### src/design/bmm_params.svh
// Address map, reset values and vectors of the banked memory map block
`ifndef BMM_PARAMS_SVH
`define BMM_PARAMS_SVH

`define BMM_PC_W           13
`define BMM_PROG_AW        11
`define BMM_RESET_VECTOR   13'h0000
`define BMM_IRQ_VECTOR     13'h0004
`define BMM_PC_STEP        13'h0001

`define BMM_OFF_INDIRECT   7'h00
`define BMM_OFF_STATUS     7'h03
`define BMM_OFF_POINTER    7'h04
`define BMM_ADDR_LATCH     9'h005
`define BMM_ADDR_DIRECTION 9'h085
`define BMM_ADDR_ANALOG    9'h09f

`define BMM_BANK_HI_BIT    6
`define BMM_BANK_LO_BIT    5
`define BMM_IRP_BIT        7

`define BMM_GP_LOW_OFF     7'h20
`define BMM_GP_ODD_TOP     7'h3f
`define BMM_GP_ODD_BASE    7'h40
`define BMM_RAM_DEPTH      128

`define BMM_STATUS_RESET   8'h00
`define BMM_POINTER_RESET  8'h00
`define BMM_LATCH_RESET    5'h00
`define BMM_DIR_RESET      6'h3f
`define BMM_CFG_RESET      3'h0
`define BMM_KEEP_BIT       5
`define BMM_OPEN_DRAIN_BIT 4

`endif

### src/design/bmm_pkg.sv
// Types shared by the banked memory map block
package bmm_pkg;

   typedef struct packed {
      logic       rd;
      logic       wr;
      logic [6:0] addr;
      logic [7:0] wdata;
   } bmm_data_req_s;

   typedef struct packed {
      logic [12:0] pc;
      logic [7:0]  status;
      logic [7:0]  pointer;
      logic [5:0]  latch;
      logic [5:0]  dir;
      logic [2:0]  cfg;
      logic [7:0]  rdata;
      logic        ram_sel;
   } bmm_state_s;

endpackage

### src/design/bmm_ram.sv
// General purpose static RAM with registered read data
`timescale 1ns/1ps
module bmm_ram
   import bmm_pkg::*;
#(
   parameter int DEPTH = 128,
   parameter int AW    = 7
) (
   input  wire logic          clock,
   input  wire logic          wr_en,
   input  wire logic          rd_en,
   input  wire logic [AW-1:0] addr,
   input  wire logic [7:0]    wdata,
   output logic      [7:0]    rdata
);

   logic [7:0] mem [DEPTH];

   always_ff @(posedge clock) begin
      if (wr_en) begin
         mem[addr] <= wdata;
      end
      if (rd_en) begin
         rdata <= mem[addr];
      end
   end

endmodule // bmm_ram

### src/design/bmm_top.sv
// Program counter, banked data map and port A registers
// Operation
// - Thirteen bit program counter, 8K word space
// - Only 0000h-07FFh present, higher addresses wrap
// - Reset starts 0000h, interrupt loads 0004h
// - Direct bank chosen by status bits 6 and 5, indirect bank by status bit 7 and pointer bit 7
// - Banks 128 bytes, special registers below RAM
// - Status register reachable in every bank
// - Direct or indirect access through pointer register
// - Fetch and data access proceed together
// - Latch bit5 kept on warm reset, rest cleared
// - Direction register all ones on any reset
// - Three bit config field cleared on reset
// - Unimplemented port register bits read zero
`timescale 1ns/1ps
`include "bmm_params.svh"
module bmm_top
   import bmm_pkg::*;
#(
   parameter int RAM_DEPTH = `BMM_RAM_DEPTH
) (
   input  wire logic                    clock,
   input  wire logic                    rst,
   input  wire logic                    reset_is_por,
   input  wire logic                    pc_inc,
   input  wire logic                    pc_load,
   input  wire logic [`BMM_PC_W-1:0]    pc_load_value,
   input  wire logic                    irq_accept,
   output logic      [`BMM_PC_W-1:0]    prog_counter,
   output logic      [`BMM_PROG_AW-1:0] fetch_addr,
   input  wire bmm_data_req_s           data_req,
   output logic      [7:0]              data_rdata,
   output logic      [7:0]              status_out,
   input  wire logic [5:0]              pin_in,
   output logic      [5:0]              pin_out,
   output logic      [5:0]              pin_oe,
   output logic      [2:0]              port_config_field
);

   bmm_state_s st;
   bmm_state_s next_st;
   logic [8:0] eff_addr;
   logic [1:0] bank;
   logic [6:0] off;
   logic       ram_hit;
   logic [6:0] ram_addr;
   logic [7:0] ram_rdata;

   always_comb begin
      if (data_req.addr == `BMM_OFF_INDIRECT) begin
         eff_addr = {st.status[`BMM_IRP_BIT], st.pointer};
      end else begin
         eff_addr = {st.status[`BMM_BANK_HI_BIT],
                     st.status[`BMM_BANK_LO_BIT], data_req.addr};
      end
      bank = eff_addr[8:7];
      off  = eff_addr[6:0];
      ram_hit = (off >= `BMM_GP_LOW_OFF) &&
                (!bank[0] || (off <= `BMM_GP_ODD_TOP));
      if (bank[0]) begin
         ram_addr = off + `BMM_GP_ODD_BASE;
      end else begin
         ram_addr = off - `BMM_GP_LOW_OFF;
      end
   end

   always_comb begin
      next_st = st;
      next_st.ram_sel = 1'b0;
      if (irq_accept) begin
         next_st.pc = `BMM_IRQ_VECTOR;
      end else if (pc_load) begin
         next_st.pc = pc_load_value;
      end else if (pc_inc) begin
         next_st.pc = st.pc + `BMM_PC_STEP;
      end
      if (data_req.wr) begin
         if (off == `BMM_OFF_STATUS) begin
            next_st.status = data_req.wdata;
         end
         if (off == `BMM_OFF_POINTER) begin
            next_st.pointer = data_req.wdata;
         end
         unique case (eff_addr)
            `BMM_ADDR_LATCH:     next_st.latch = data_req.wdata[5:0];
            `BMM_ADDR_DIRECTION: next_st.dir   = data_req.wdata[5:0];
            `BMM_ADDR_ANALOG:    next_st.cfg   = data_req.wdata[2:0];
            default: ;
         endcase
      end
      if (data_req.rd) begin
         next_st.ram_sel = ram_hit;
         next_st.rdata   = 8'h00;
         if (off == `BMM_OFF_STATUS) begin
            next_st.rdata = st.status;
         end
         if (off == `BMM_OFF_POINTER) begin
            next_st.rdata = st.pointer;
         end
         unique case (eff_addr)
            `BMM_ADDR_LATCH:     next_st.rdata = {2'h0, pin_in};
            `BMM_ADDR_DIRECTION: next_st.rdata = {2'h0, st.dir};
            `BMM_ADDR_ANALOG:    next_st.rdata = {5'h00, st.cfg};
            default: ;
         endcase
      end
      if (rst) begin
         next_st.pc      = `BMM_RESET_VECTOR;
         next_st.status  = `BMM_STATUS_RESET;
         next_st.pointer = `BMM_POINTER_RESET;
         // bit five kept on warm reset
         next_st.latch = {reset_is_por ? 1'b0 : st.latch[`BMM_KEEP_BIT],
                          `BMM_LATCH_RESET};
         next_st.dir     = `BMM_DIR_RESET;
         next_st.cfg     = `BMM_CFG_RESET;
         next_st.rdata   = 8'h00;
         next_st.ram_sel = 1'b0;
      end
   end

   always_ff @(posedge clock) begin
      st <= next_st;
   end

   bmm_ram #(
      .DEPTH (RAM_DEPTH),
      .AW    (7)
   ) u_ram (
      .clock (clock),
      .wr_en (data_req.wr && ram_hit && !rst),
      .rd_en (data_req.rd && ram_hit),
      .addr  (ram_addr),
      .wdata (data_req.wdata),
      .rdata (ram_rdata)
   );

   assign prog_counter      = st.pc;
   assign fetch_addr        = st.pc[`BMM_PROG_AW-1:0];
   assign data_rdata        = st.ram_sel ? ram_rdata : st.rdata;
   assign status_out        = st.status;
   assign port_config_field = st.cfg;

   always_comb begin
      pin_out = st.latch;
      pin_oe  = ~st.dir;
      pin_out[`BMM_OPEN_DRAIN_BIT] = 1'b0;
      pin_oe[`BMM_OPEN_DRAIN_BIT]  = ~st.dir[`BMM_OPEN_DRAIN_BIT] &
                                     ~st.latch[`BMM_OPEN_DRAIN_BIT];
   end
endmodule // bmm_top

### config.mk
export PLATFORM = sky130hd
export DESIGN_NAME = bmm_top
export DESIGN_NICKNAME = d
export VERILOG_FILES = /design/src/design/bmm_pkg.sv /design/src/design/bmm_ram.sv /design/src/design/bmm_top.sv
export VERILOG_INCLUDE_DIRS = /design/src /design/src/design
export SDC_FILE = /design/constraint.sdc
export NUM_CORES = 1
export LEC_CHECK = 0
export BUFFER_PORTS_ARGS = -buffer_cell sky130_fd_sc_hd__buf_2
export CAP_MARGIN = 20
export CELL_PAD_IN_SITES_DETAIL_PLACEMENT = 0
export CELL_PAD_IN_SITES_GLOBAL_PLACEMENT = 1
export CORE_UTILIZATION = 57
export CTS_CLUSTER_SIZE = 12
export DETAILED_ROUTE_END_ITERATION = 12
export GPL_ROUTABILITY_DRIVEN = 0
export PLACE_DENSITY = 0.88
export SYNTH_ARGS = -nofsm -noshare
export SYNTH_HDL_FRONTEND = slang
export SYNTH_HIERARCHICAL = 1
export SYNTH_SLANG_ARGS = --single-unit
### constraint.sdc
create_clock -name clock -period 6.1 [get_ports clock]
set_input_delay 0.305 -clock clock [delete_from_list [all_inputs] [get_ports clock]]
set_output_delay 0.305 -clock clock [all_outputs]
set_load 0.01 [all_outputs]
# Word level (Yosys, flattened, before mapping)
# Memory sizes are Yosys's and may differ from the RTL's. A register that Yosys moved wholly into a read port is not among the register bits.
# Cells that the tools add are included.
[totals]
reg_bits = 53
ramBits = 1024
in_bits = 42
out_inout_bits = 55
elab_cells = 65
mem_count = 1
[op_classes]
n_addsub = 3
order_cmp = 2
n_eq_ne = 6
mux = 18
bitwise_logic = 5
n_reduce_logical = 20
[memory_table]
columns = ["memory", "depth", "width", "rd", "rd_clocked_by_memory_dff", "wr", "line", "text"]
rows = [
  ["u_ram.mem", 128, 8, 1, 1, 1, "bmm_ram.sv:17", "logic [7:0] mem [DEPTH];"],
]
[op_table]
columns = ["cell", "n"]
rows = [
  ["$mux 13", 2],
  ["$mux 24", 1],
  ["$mux 8", 3],
  ["$pmux 8 s3", 1],
  ["$eq 9x8->1 const B", 2],
  ["$mux 9", 2],
  ["$mux 15", 1],
  ["$add 13x1->13 const B", 1],
  ["$mux 6", 2],
  ["$reduce_and 2->1", 5],
  ["$eq 9x3->1 const B", 1],
  ["$add 7x7->7 const B", 1],
  ["$eq 7x2->1 const B", 1],
  ["$eq 7x3->1 const B", 1],
  ["$ge 7x6->1 const B", 1],
  ["$le 7x6->1 const B", 1],
  ["$logic_not 7->1", 1],
  ["$mux 7", 1],
  ["$sub 7x6->7 const B", 1],
  ["$mux 3", 2],
  ["$not 6->6", 1],
  ["$reduce_bool 2->1", 3],
  ["$logic_and 1x1->1", 4],
  ["$reduce_or 2->1", 2],
  ["other kinds (8)", 13],
]

# Longest topological paths before layout
[depth]
depth_word = 9
mapped_depth = 14
mapped_depth_nobuf = 10

# Modules after synthesis
# Netlist, hierarchy kept.
[by_module_without_submodules]
columns = ["module", "instances", "cells_per_inst", "area_each_um2", "seq_area_each_um2"]
rows = [
  ["bmm_ram", 1, 2475, 40513.9, 30989.7],
  ["bmm_top", 1, 392, 3372.0, 1071.0],
]

# Worst setup path after synthesis
# OpenSTA, ideal clock, no wires.
[synth_path]
kind = "input -> register"
startpoint = "input data_req[11] (netlist name)"
endpoint = "memory u_ram.mem[72][0] (enable)"
setup_time_ns = 0.395
arrival_time_ns = 3.091
required_time_ns = 5.705
slack_ns = 2.614
path_stages = 9
path_buffers = 3
path_cell_list = "buf_2 > or4_4 > buf_6 > o31ai_1 > o21ai_0 > nor3_1 > clkbuf_1 > nand3_1 > nor4_1"
[synth_between]
elab_chain_cells = 9
word_cells_on_any_way = 14
classes_between = "add/sub: 2; order compare: 2; mux: 4; reduce/logical: 6"
[synth_rtl]
columns = ["element", "line", "text"]
rows = [
  ["start: declaration", "bmm_top.sv:31", "input wire bmm_data_req_s data_req,"],
  ["$logic_not 7->1 (no source line)", "n/a", ""],
  ["$mux 9 *", "bmm_top.sv:50", "if (data_req.addr == `BMM_OFF_INDIRECT) begin"],
  ["$le 7x6->1 (no source line) / $logic_not 1->1 (equally long branches)", "n/a", ""],
  ["$logic_or 1x1->1", "bmm_top.sv:59", "(!bank[0] || (off <= `BMM_GP_ODD_TOP));"],
  ["$logic_and 1x1->1", "bmm_top.sv:58", "ram_hit = (off >= `BMM_GP_LOW_OFF) &&"],
  ["$logic_and 1x1->1 (2 in a row)", "bmm_top.sv:130", ".wr_en (data_req.wr && ram_hit && !rst),"],
  ["$mux 1", "bmm_ram.sv:20", "if (wr_en) begin"],
  ["$mux 1 (not written as such)", "bmm_ram.sv:21", "mem[addr] <= wdata;"],
  ["end: declaration", "bmm_ram.sv:17", ""],
]
# Every way passes the cells marked *; elsewhere a longest branch is shown, timed or not.

# Worst setup path in the final report
[layout_path]
startpoint = "register st[24] (netlist name)"
endpoint = "register u_ram.rdata[7] (read register of u_ram.mem), data pin"
[layout_between]
elab_chain_cells = 5
word_cells_on_any_way = 9
classes_between = "add/sub: 2; order compare: 2; mux: 2; reduce/logical: 3"
[layout_rtl]
columns = ["element", "line", "text"]
rows = [
  ["start: declaration", "bmm_top.sv:40", "bmm_state_s st;"],
  ["start signal: assignment", "bmm_top.sv:122", "st <= next_st;"],
  ["$mux 9 *", "bmm_top.sv:50", ""],
  ["named net eff_addr[0]", "bmm_top.sv:42", "logic [8:0] eff_addr;"],
  ["$le 7x6->1 (no source line)", "n/a", ""],
  ["$logic_or 1x1->1", "bmm_top.sv:59", ""],
  ["$logic_and 1x1->1", "bmm_top.sv:58", ""],
  ["$logic_and 1x1->1", "bmm_top.sv:131", ".rd_en (data_req.rd && ram_hit),"],
  ["end: declaration", "bmm_ram.sv:14", "output logic [7:0] rdata"],
]
# Mark *: on every way through the listed nets, which the timed path passes. The rest lies on a longest branch.
# A chain may end at the register's enable or synchronous reset.

==> impl_summary.log <==
[metrics] distinct cell type count of the synthesized netlist: 87
[metrics] post-synthesis average cell area: 15.31 um2
[metrics] core utilization of the finished layout: about 63%
[metrics] DIE AREA: slightly below 0.08 mm2
[metrics] total global routing track utilization: roughly a third
[metrics] number of hold violations in the final report: 0
[metrics] count of standard-cell rows: about 100
[metrics] WP data required: approximately 6.5 ns
[metrics] clock period minus final worst setup slack: between 5 and 6 ns
[metrics] logic depth of the worst setup path including buffers: 11
[metrics] simple-gate area share of the yosys netlist: between 5 and 6%
[metrics] core footprint: roughly 0.076 mm2
[metrics] kind of end point of the critical path: register
[metrics] count of state elements after synthesis: 1,085
[metrics] Synth Net Count: between 2,000 and 3,000
[metrics] number of antenna violations at the first check in global routing: 7
[metrics] TritonCTS clock tree: yes
[metrics] CP max-delay cell: a21o_4
[metrics] maximum number of pins on one net before global-route repair: 102
[metrics] CTS Buffer Depth: 3
[metrics] R2R setup slack: between 1 and 1.5 ns
[metrics] maximum net fanout on the critical path: 50
[metrics] number of enable flip-flop cells after synthesis: between 1,000 and 1,500
[metrics] share of flip-flops with an asynchronous set or reset: 0%
[metrics] reg-to-reg startpoint: st[24]$_SDFFE_PP0P_
[metrics] average wire length per cell after detail routing: about 32 um
[metrics] count of buffers inserted at the top-level ports: between 90 and 100
[metrics] routed via count divided by cell count: ~7.1
[metrics] Leak Pwr: around 15 nW
[metrics] initial detailed-routing violation count: roughly 4,600
[metrics] fraction of the mapped netlist area in compound gates: between 10% and 20%
[metrics] maximum achievable frequency: a little under 200 MHz
[metrics] crit path to: u_ram/rdata[7]$_DFFE_PP_
[metrics] length of the first detailed-routing pass in iterations: 7
[metrics] chip height: around 280 um
[metrics] Total Wirelength: approximately 130,000 um
[metrics] Total Neg Setup Slack: 0 ns
[metrics] count of warnings emitted by yosys: 6
[metrics] Crit path max-delay family: compound AO/OA/AOI/OAI gates
[metrics] xor-xnor portion of the synthesized cell area: less than 1%
[metrics] final layout net count: around 3,000
[metrics] post-synthesis instance area: 0.04389 mm2
[metrics] run status: complete, no violations
[metrics] grt ovf: 0
[metrics] crit-path cells: nor4b_4 > a21o_4 > nor2_4 > buf_12 > buf_4 > a221oi_1 > nor2_1 > o21ai_0 > o211ai_1 > a221oi_1 > nand4b_1
[metrics] depth of the worst register-to-register path: 11
[metrics] I/O pins: 97
[metrics] source-to-sink clock delay at the later pin of the worst-skew pair: ~0.68 ns
[metrics] pwr/cell area: 312.8 mW/mm2
[metrics] starting utilization of the core area: 57.69%
[metrics] maximum vdd drop: approximately 350 uV
[metrics] sink count of the clock tree: roughly 1,100
[metrics] CTS root buf: clkbuf_16
[metrics] Syn Inst Count: 2,867
[metrics] worst rel slew slack: approximately 18%
[metrics] Worst-path clk slew: 0.06 ns
[metrics] worst min-delay path category: in2reg
[metrics] Adder-Cell Fraction of Synth Area: less than 1%
[metrics] worst slew pin tran: about 1.2 ns
[metrics] sequential cell area fraction in the yosys report: about three quarters
[metrics] number of slew-limit violations in the final report: 0
[metrics] Worst setup SP type: register
[metrics] proportion of layout cells with a drive suffix above 1: ~14%
[metrics] Arrival @ worst endpoint: ~5.4 ns
[metrics] mux contribution to synthesized area: 4.567%
[metrics] unrepaired setup endpoints after global routing: no
[metrics] worst clock skew: around 0.019 ns
[metrics] Fill cells: between 5,000 and 6,000
[metrics] area growth from synthesis to layout: 9.919%
[metrics] vias in the first global route: roughly 27,000
[metrics] post-route DRC violation count: 0
[metrics] H-Tree Level Count: 3
[metrics] MaxCap Viol Count: 0
[metrics] CP Buf/Inv Count: 2
[metrics] horizontal die dimension: about 280 um
[metrics] first-pass GRT wire length: around 180,000 um
[metrics] class of the most critical setup path: reg2reg
[metrics] vias post-DR: between 20,000 and 30,000
[metrics] launch point of the worst path: st[24]$_SDFFE_PP0P_
[metrics] combinational family with the most area after synthesis: compound AO/OA/AOI/OAI gates
[metrics] setup violators final: 0
[metrics] Slowest Stage Delay on Critical Path: ~0.74 ns
[metrics] final HPWL from detailed placement: between 70,000 and 80,000 um
[metrics] share of the clock period used by the worst path: 82.98%
[metrics] count of nets left with antenna violations after detail routing: 0
[metrics] TritonCTS buffer count: between 100 and 150
[metrics] capturing point of the worst reg2reg path: u_ram/rdata[7]$_DFFE_PP_
[metrics] leading register cell type out of synthesis: edfxtp_1
[metrics] cell type with the highest occurrence count on the critical path: a221oi_1
[metrics] # diodes: 0
[metrics] post-CTS resize count: 0
-- cells in the mapped netlist (5+ instances only) --
master / n / area share [%]
dfxtp_1: 52 / 2.4
buf_6: 25 / 0.64
and2_1: 6 / 0.086
a22o_1: 41 / 0.82
nor3_1: 26 / 0.30
mux4_2: 11 / 0.56
o221ai_1: 17 / 0.34
o211ai_1: 17 / 0.29
mux2_2: 68 / 1.7
nand3_1: 26 / 0.30
o31ai_1: 10 / 0.17
nand2_1: 117 / 1.0
nor2b_1: 13 / 0.19
edfxtp_1: 1033 / 71
or3_1: 7 / 0.10
a221o_1: 23 / 0.52
a21oi_1: 141 / 1.6
mux2i_1: 93 / 2.1
buf_1: 12 / 0.10
clkbuf_1: 86 / 0.74
o21ai_0: 99 / 1.1
a22oi_1: 74 / 1.3
nor2_1: 296 / 2.5
o22ai_1: 24 / 0.34
a221oi_1: 225 / 4.5
o311ai_0: 5 / 0.10
nand2b_1: 10 / 0.14
nor4_1: 6 / 0.086
buf_2: 86 / 0.98
a211oi_1: 10 / 0.17
inv_1: 14 / 0.12
buf_4: 50 / 0.86
xnor2_1: 8 / 0.16
nand4_1: 14 / 0.20
o22a_1: 11 / 0.22
-- registers in the layout (all words and copies together) (netlist names) --
| register | count |
|---|---|
| pin_out | 5 |
| port_config_field | 3 |
| status_out | 8 |
| st | 24 |
| u_ram/rdata | 8 |
| prog_counter | 13 |
| u_ram/mem | 1024 |
-- cell type report --
cell class / count / area, um2 / share of cell area, %
sequential: 1085 / 32060 / 66.46
multi-input combinational: 1509 / 10370 / 21.50
clock buffer: 135 / 2805 / 5.815
timing repair buffer: 198 / 1474 / 3.055
tap: 1030 / 1289 / 2.672
clock inverter: 20 / 182.7 / 0.3787
inverter: 14 / 53.80 / 0.1115
-- how the worst min path moves through the flow --
stage / start / end / slack [ns] / cells past startpoint
after global placement: st[8]$_SDFFE_PP0P_ / st[8]$_SDFFE_PP0P_ / 0.46 / 2
after floorplan: data_req[0] / u_ram/mem[0][0]$_DFFE_PP_ / 0.40 / 0
after global routing: pc_load / prog_counter[4]$_SDFFE_PP0P_ / 0.03 / 3
final: pc_load / prog_counter[3]$_SDFFE_PP0P_ / 0.03 / 3
after detailed placement: pin_out[2]$_SDFFE_PP0P_ / pin_out[2]$_SDFFE_PP0P_ / 0.49 / 2
after CTS: pc_load / prog_counter[4]$_SDFFE_PP0P_ / 0.0008 / 3
-- placed cells by master (no fill, tap or decap), types with 6 or more instances in the layout --
cell type / netlist / final
nor3_1: 26 / 26
inv_1: 14 / 11
buf_12: 0 / 9
a21oi_1: 141 / 141
nand3_1: 26 / 26
nor2b_1: 13 / 10
nor4_1: 6 / 6
o211ai_1: 17 / 17
clkbuf_16: 0 / 108
a221o_1: 23 / 23
a211oi_1: 10 / 10
dlygate4sd3_1: 0 / 21
a22oi_1: 74 / 74
mux2i_1: 93 / 93
a22o_1: 41 / 41
mux2_2: 68 / 68
or3_1: 7 / 7
edfxtp_1: 1033 / 1033
o22ai_1: 24 / 24
nand2_1: 117 / 117
o21ai_0: 99 / 99
clkinv_1: 0 / 6
and2_1: 6 / 6
a221oi_1: 225 / 225
clkbuf_1: 86 / 26
nand4_1: 14 / 14
o31ai_1: 10 / 10
o22a_1: 11 / 11
buf_4: 50 / 74
buf_2: 86 / 89
clkinv_2: 0 / 8
dfxtp_1: 52 / 52
o221ai_1: 17 / 17
nor2_1: 296 / 295
mux4_2: 11 / 11
xnor2_1: 8 / 8
nand2b_1: 10 / 10
-- per-layer routing --
layer	global-route usage (%)	part of all wire (%)	up-vias
li1	-	-	11530
met5	0	0.059	-
met3	8.657	14	478
met1	42.84	35	13990
met2	49.87	46	2349
met4	14.95	5.5	10
-- where the power goes --
group          switching, mW  internal, mW  leakage, nW
sequential            0.0197          8.18         9.71
clock                   2.59          3.31         1.46
combinational          0.719         0.274         4.19
total                   3.33          11.8         15.4
-- worst register-to-register path, cell delays in order (launching register included) --
cell	delay, ns
dfxtp_1	0.38
nor4b_4	0.43
a21o_4	0.74
nor2_4	0.38
buf_12	0.32
buf_4	0.31
a221oi_1	0.55
nor2_1	0.08
o21ai_0	0.51
o211ai_1	0.18
a221oi_1	0.65
nand4b_1	0.23
-- logic make-up after synthesis --
logic type | Yosys count
other | 1
AND/OR/NAND/NOR | 555
flip-flops | 1085
adder cells (fa/ha/maj) | 1
AO/OA/AOI/OAI | 763
multiplexers | 177
XOR/XNOR | 12
buffers and inverters | 273
-- stage by stage --
stage          setup slack (ns)  hold WS, ns  instances  total power [mW]  cell area (um2)
2_1_floorplan             2.614       0.4039       2867             8.862            43890
6_report                  1.038      0.03191       3991             15.09            48240
4_1_cts                   1.295    0.0007657       3988             15.09            48210
3_5_place_dp              1.079       0.4871       3812             9.290            45010
5_1_grt                   1.070      0.03357       3991             15.43            48240
3_3_place_gp              1.217       0.4600       3808             9.270            44950
-- timing repair --
action                    CTS  global route
hold buffers               21             0
setup buffers               0             0
hold endpoints to repair   33             0
No activity file was read; power rests on OpenSTA's default activity.
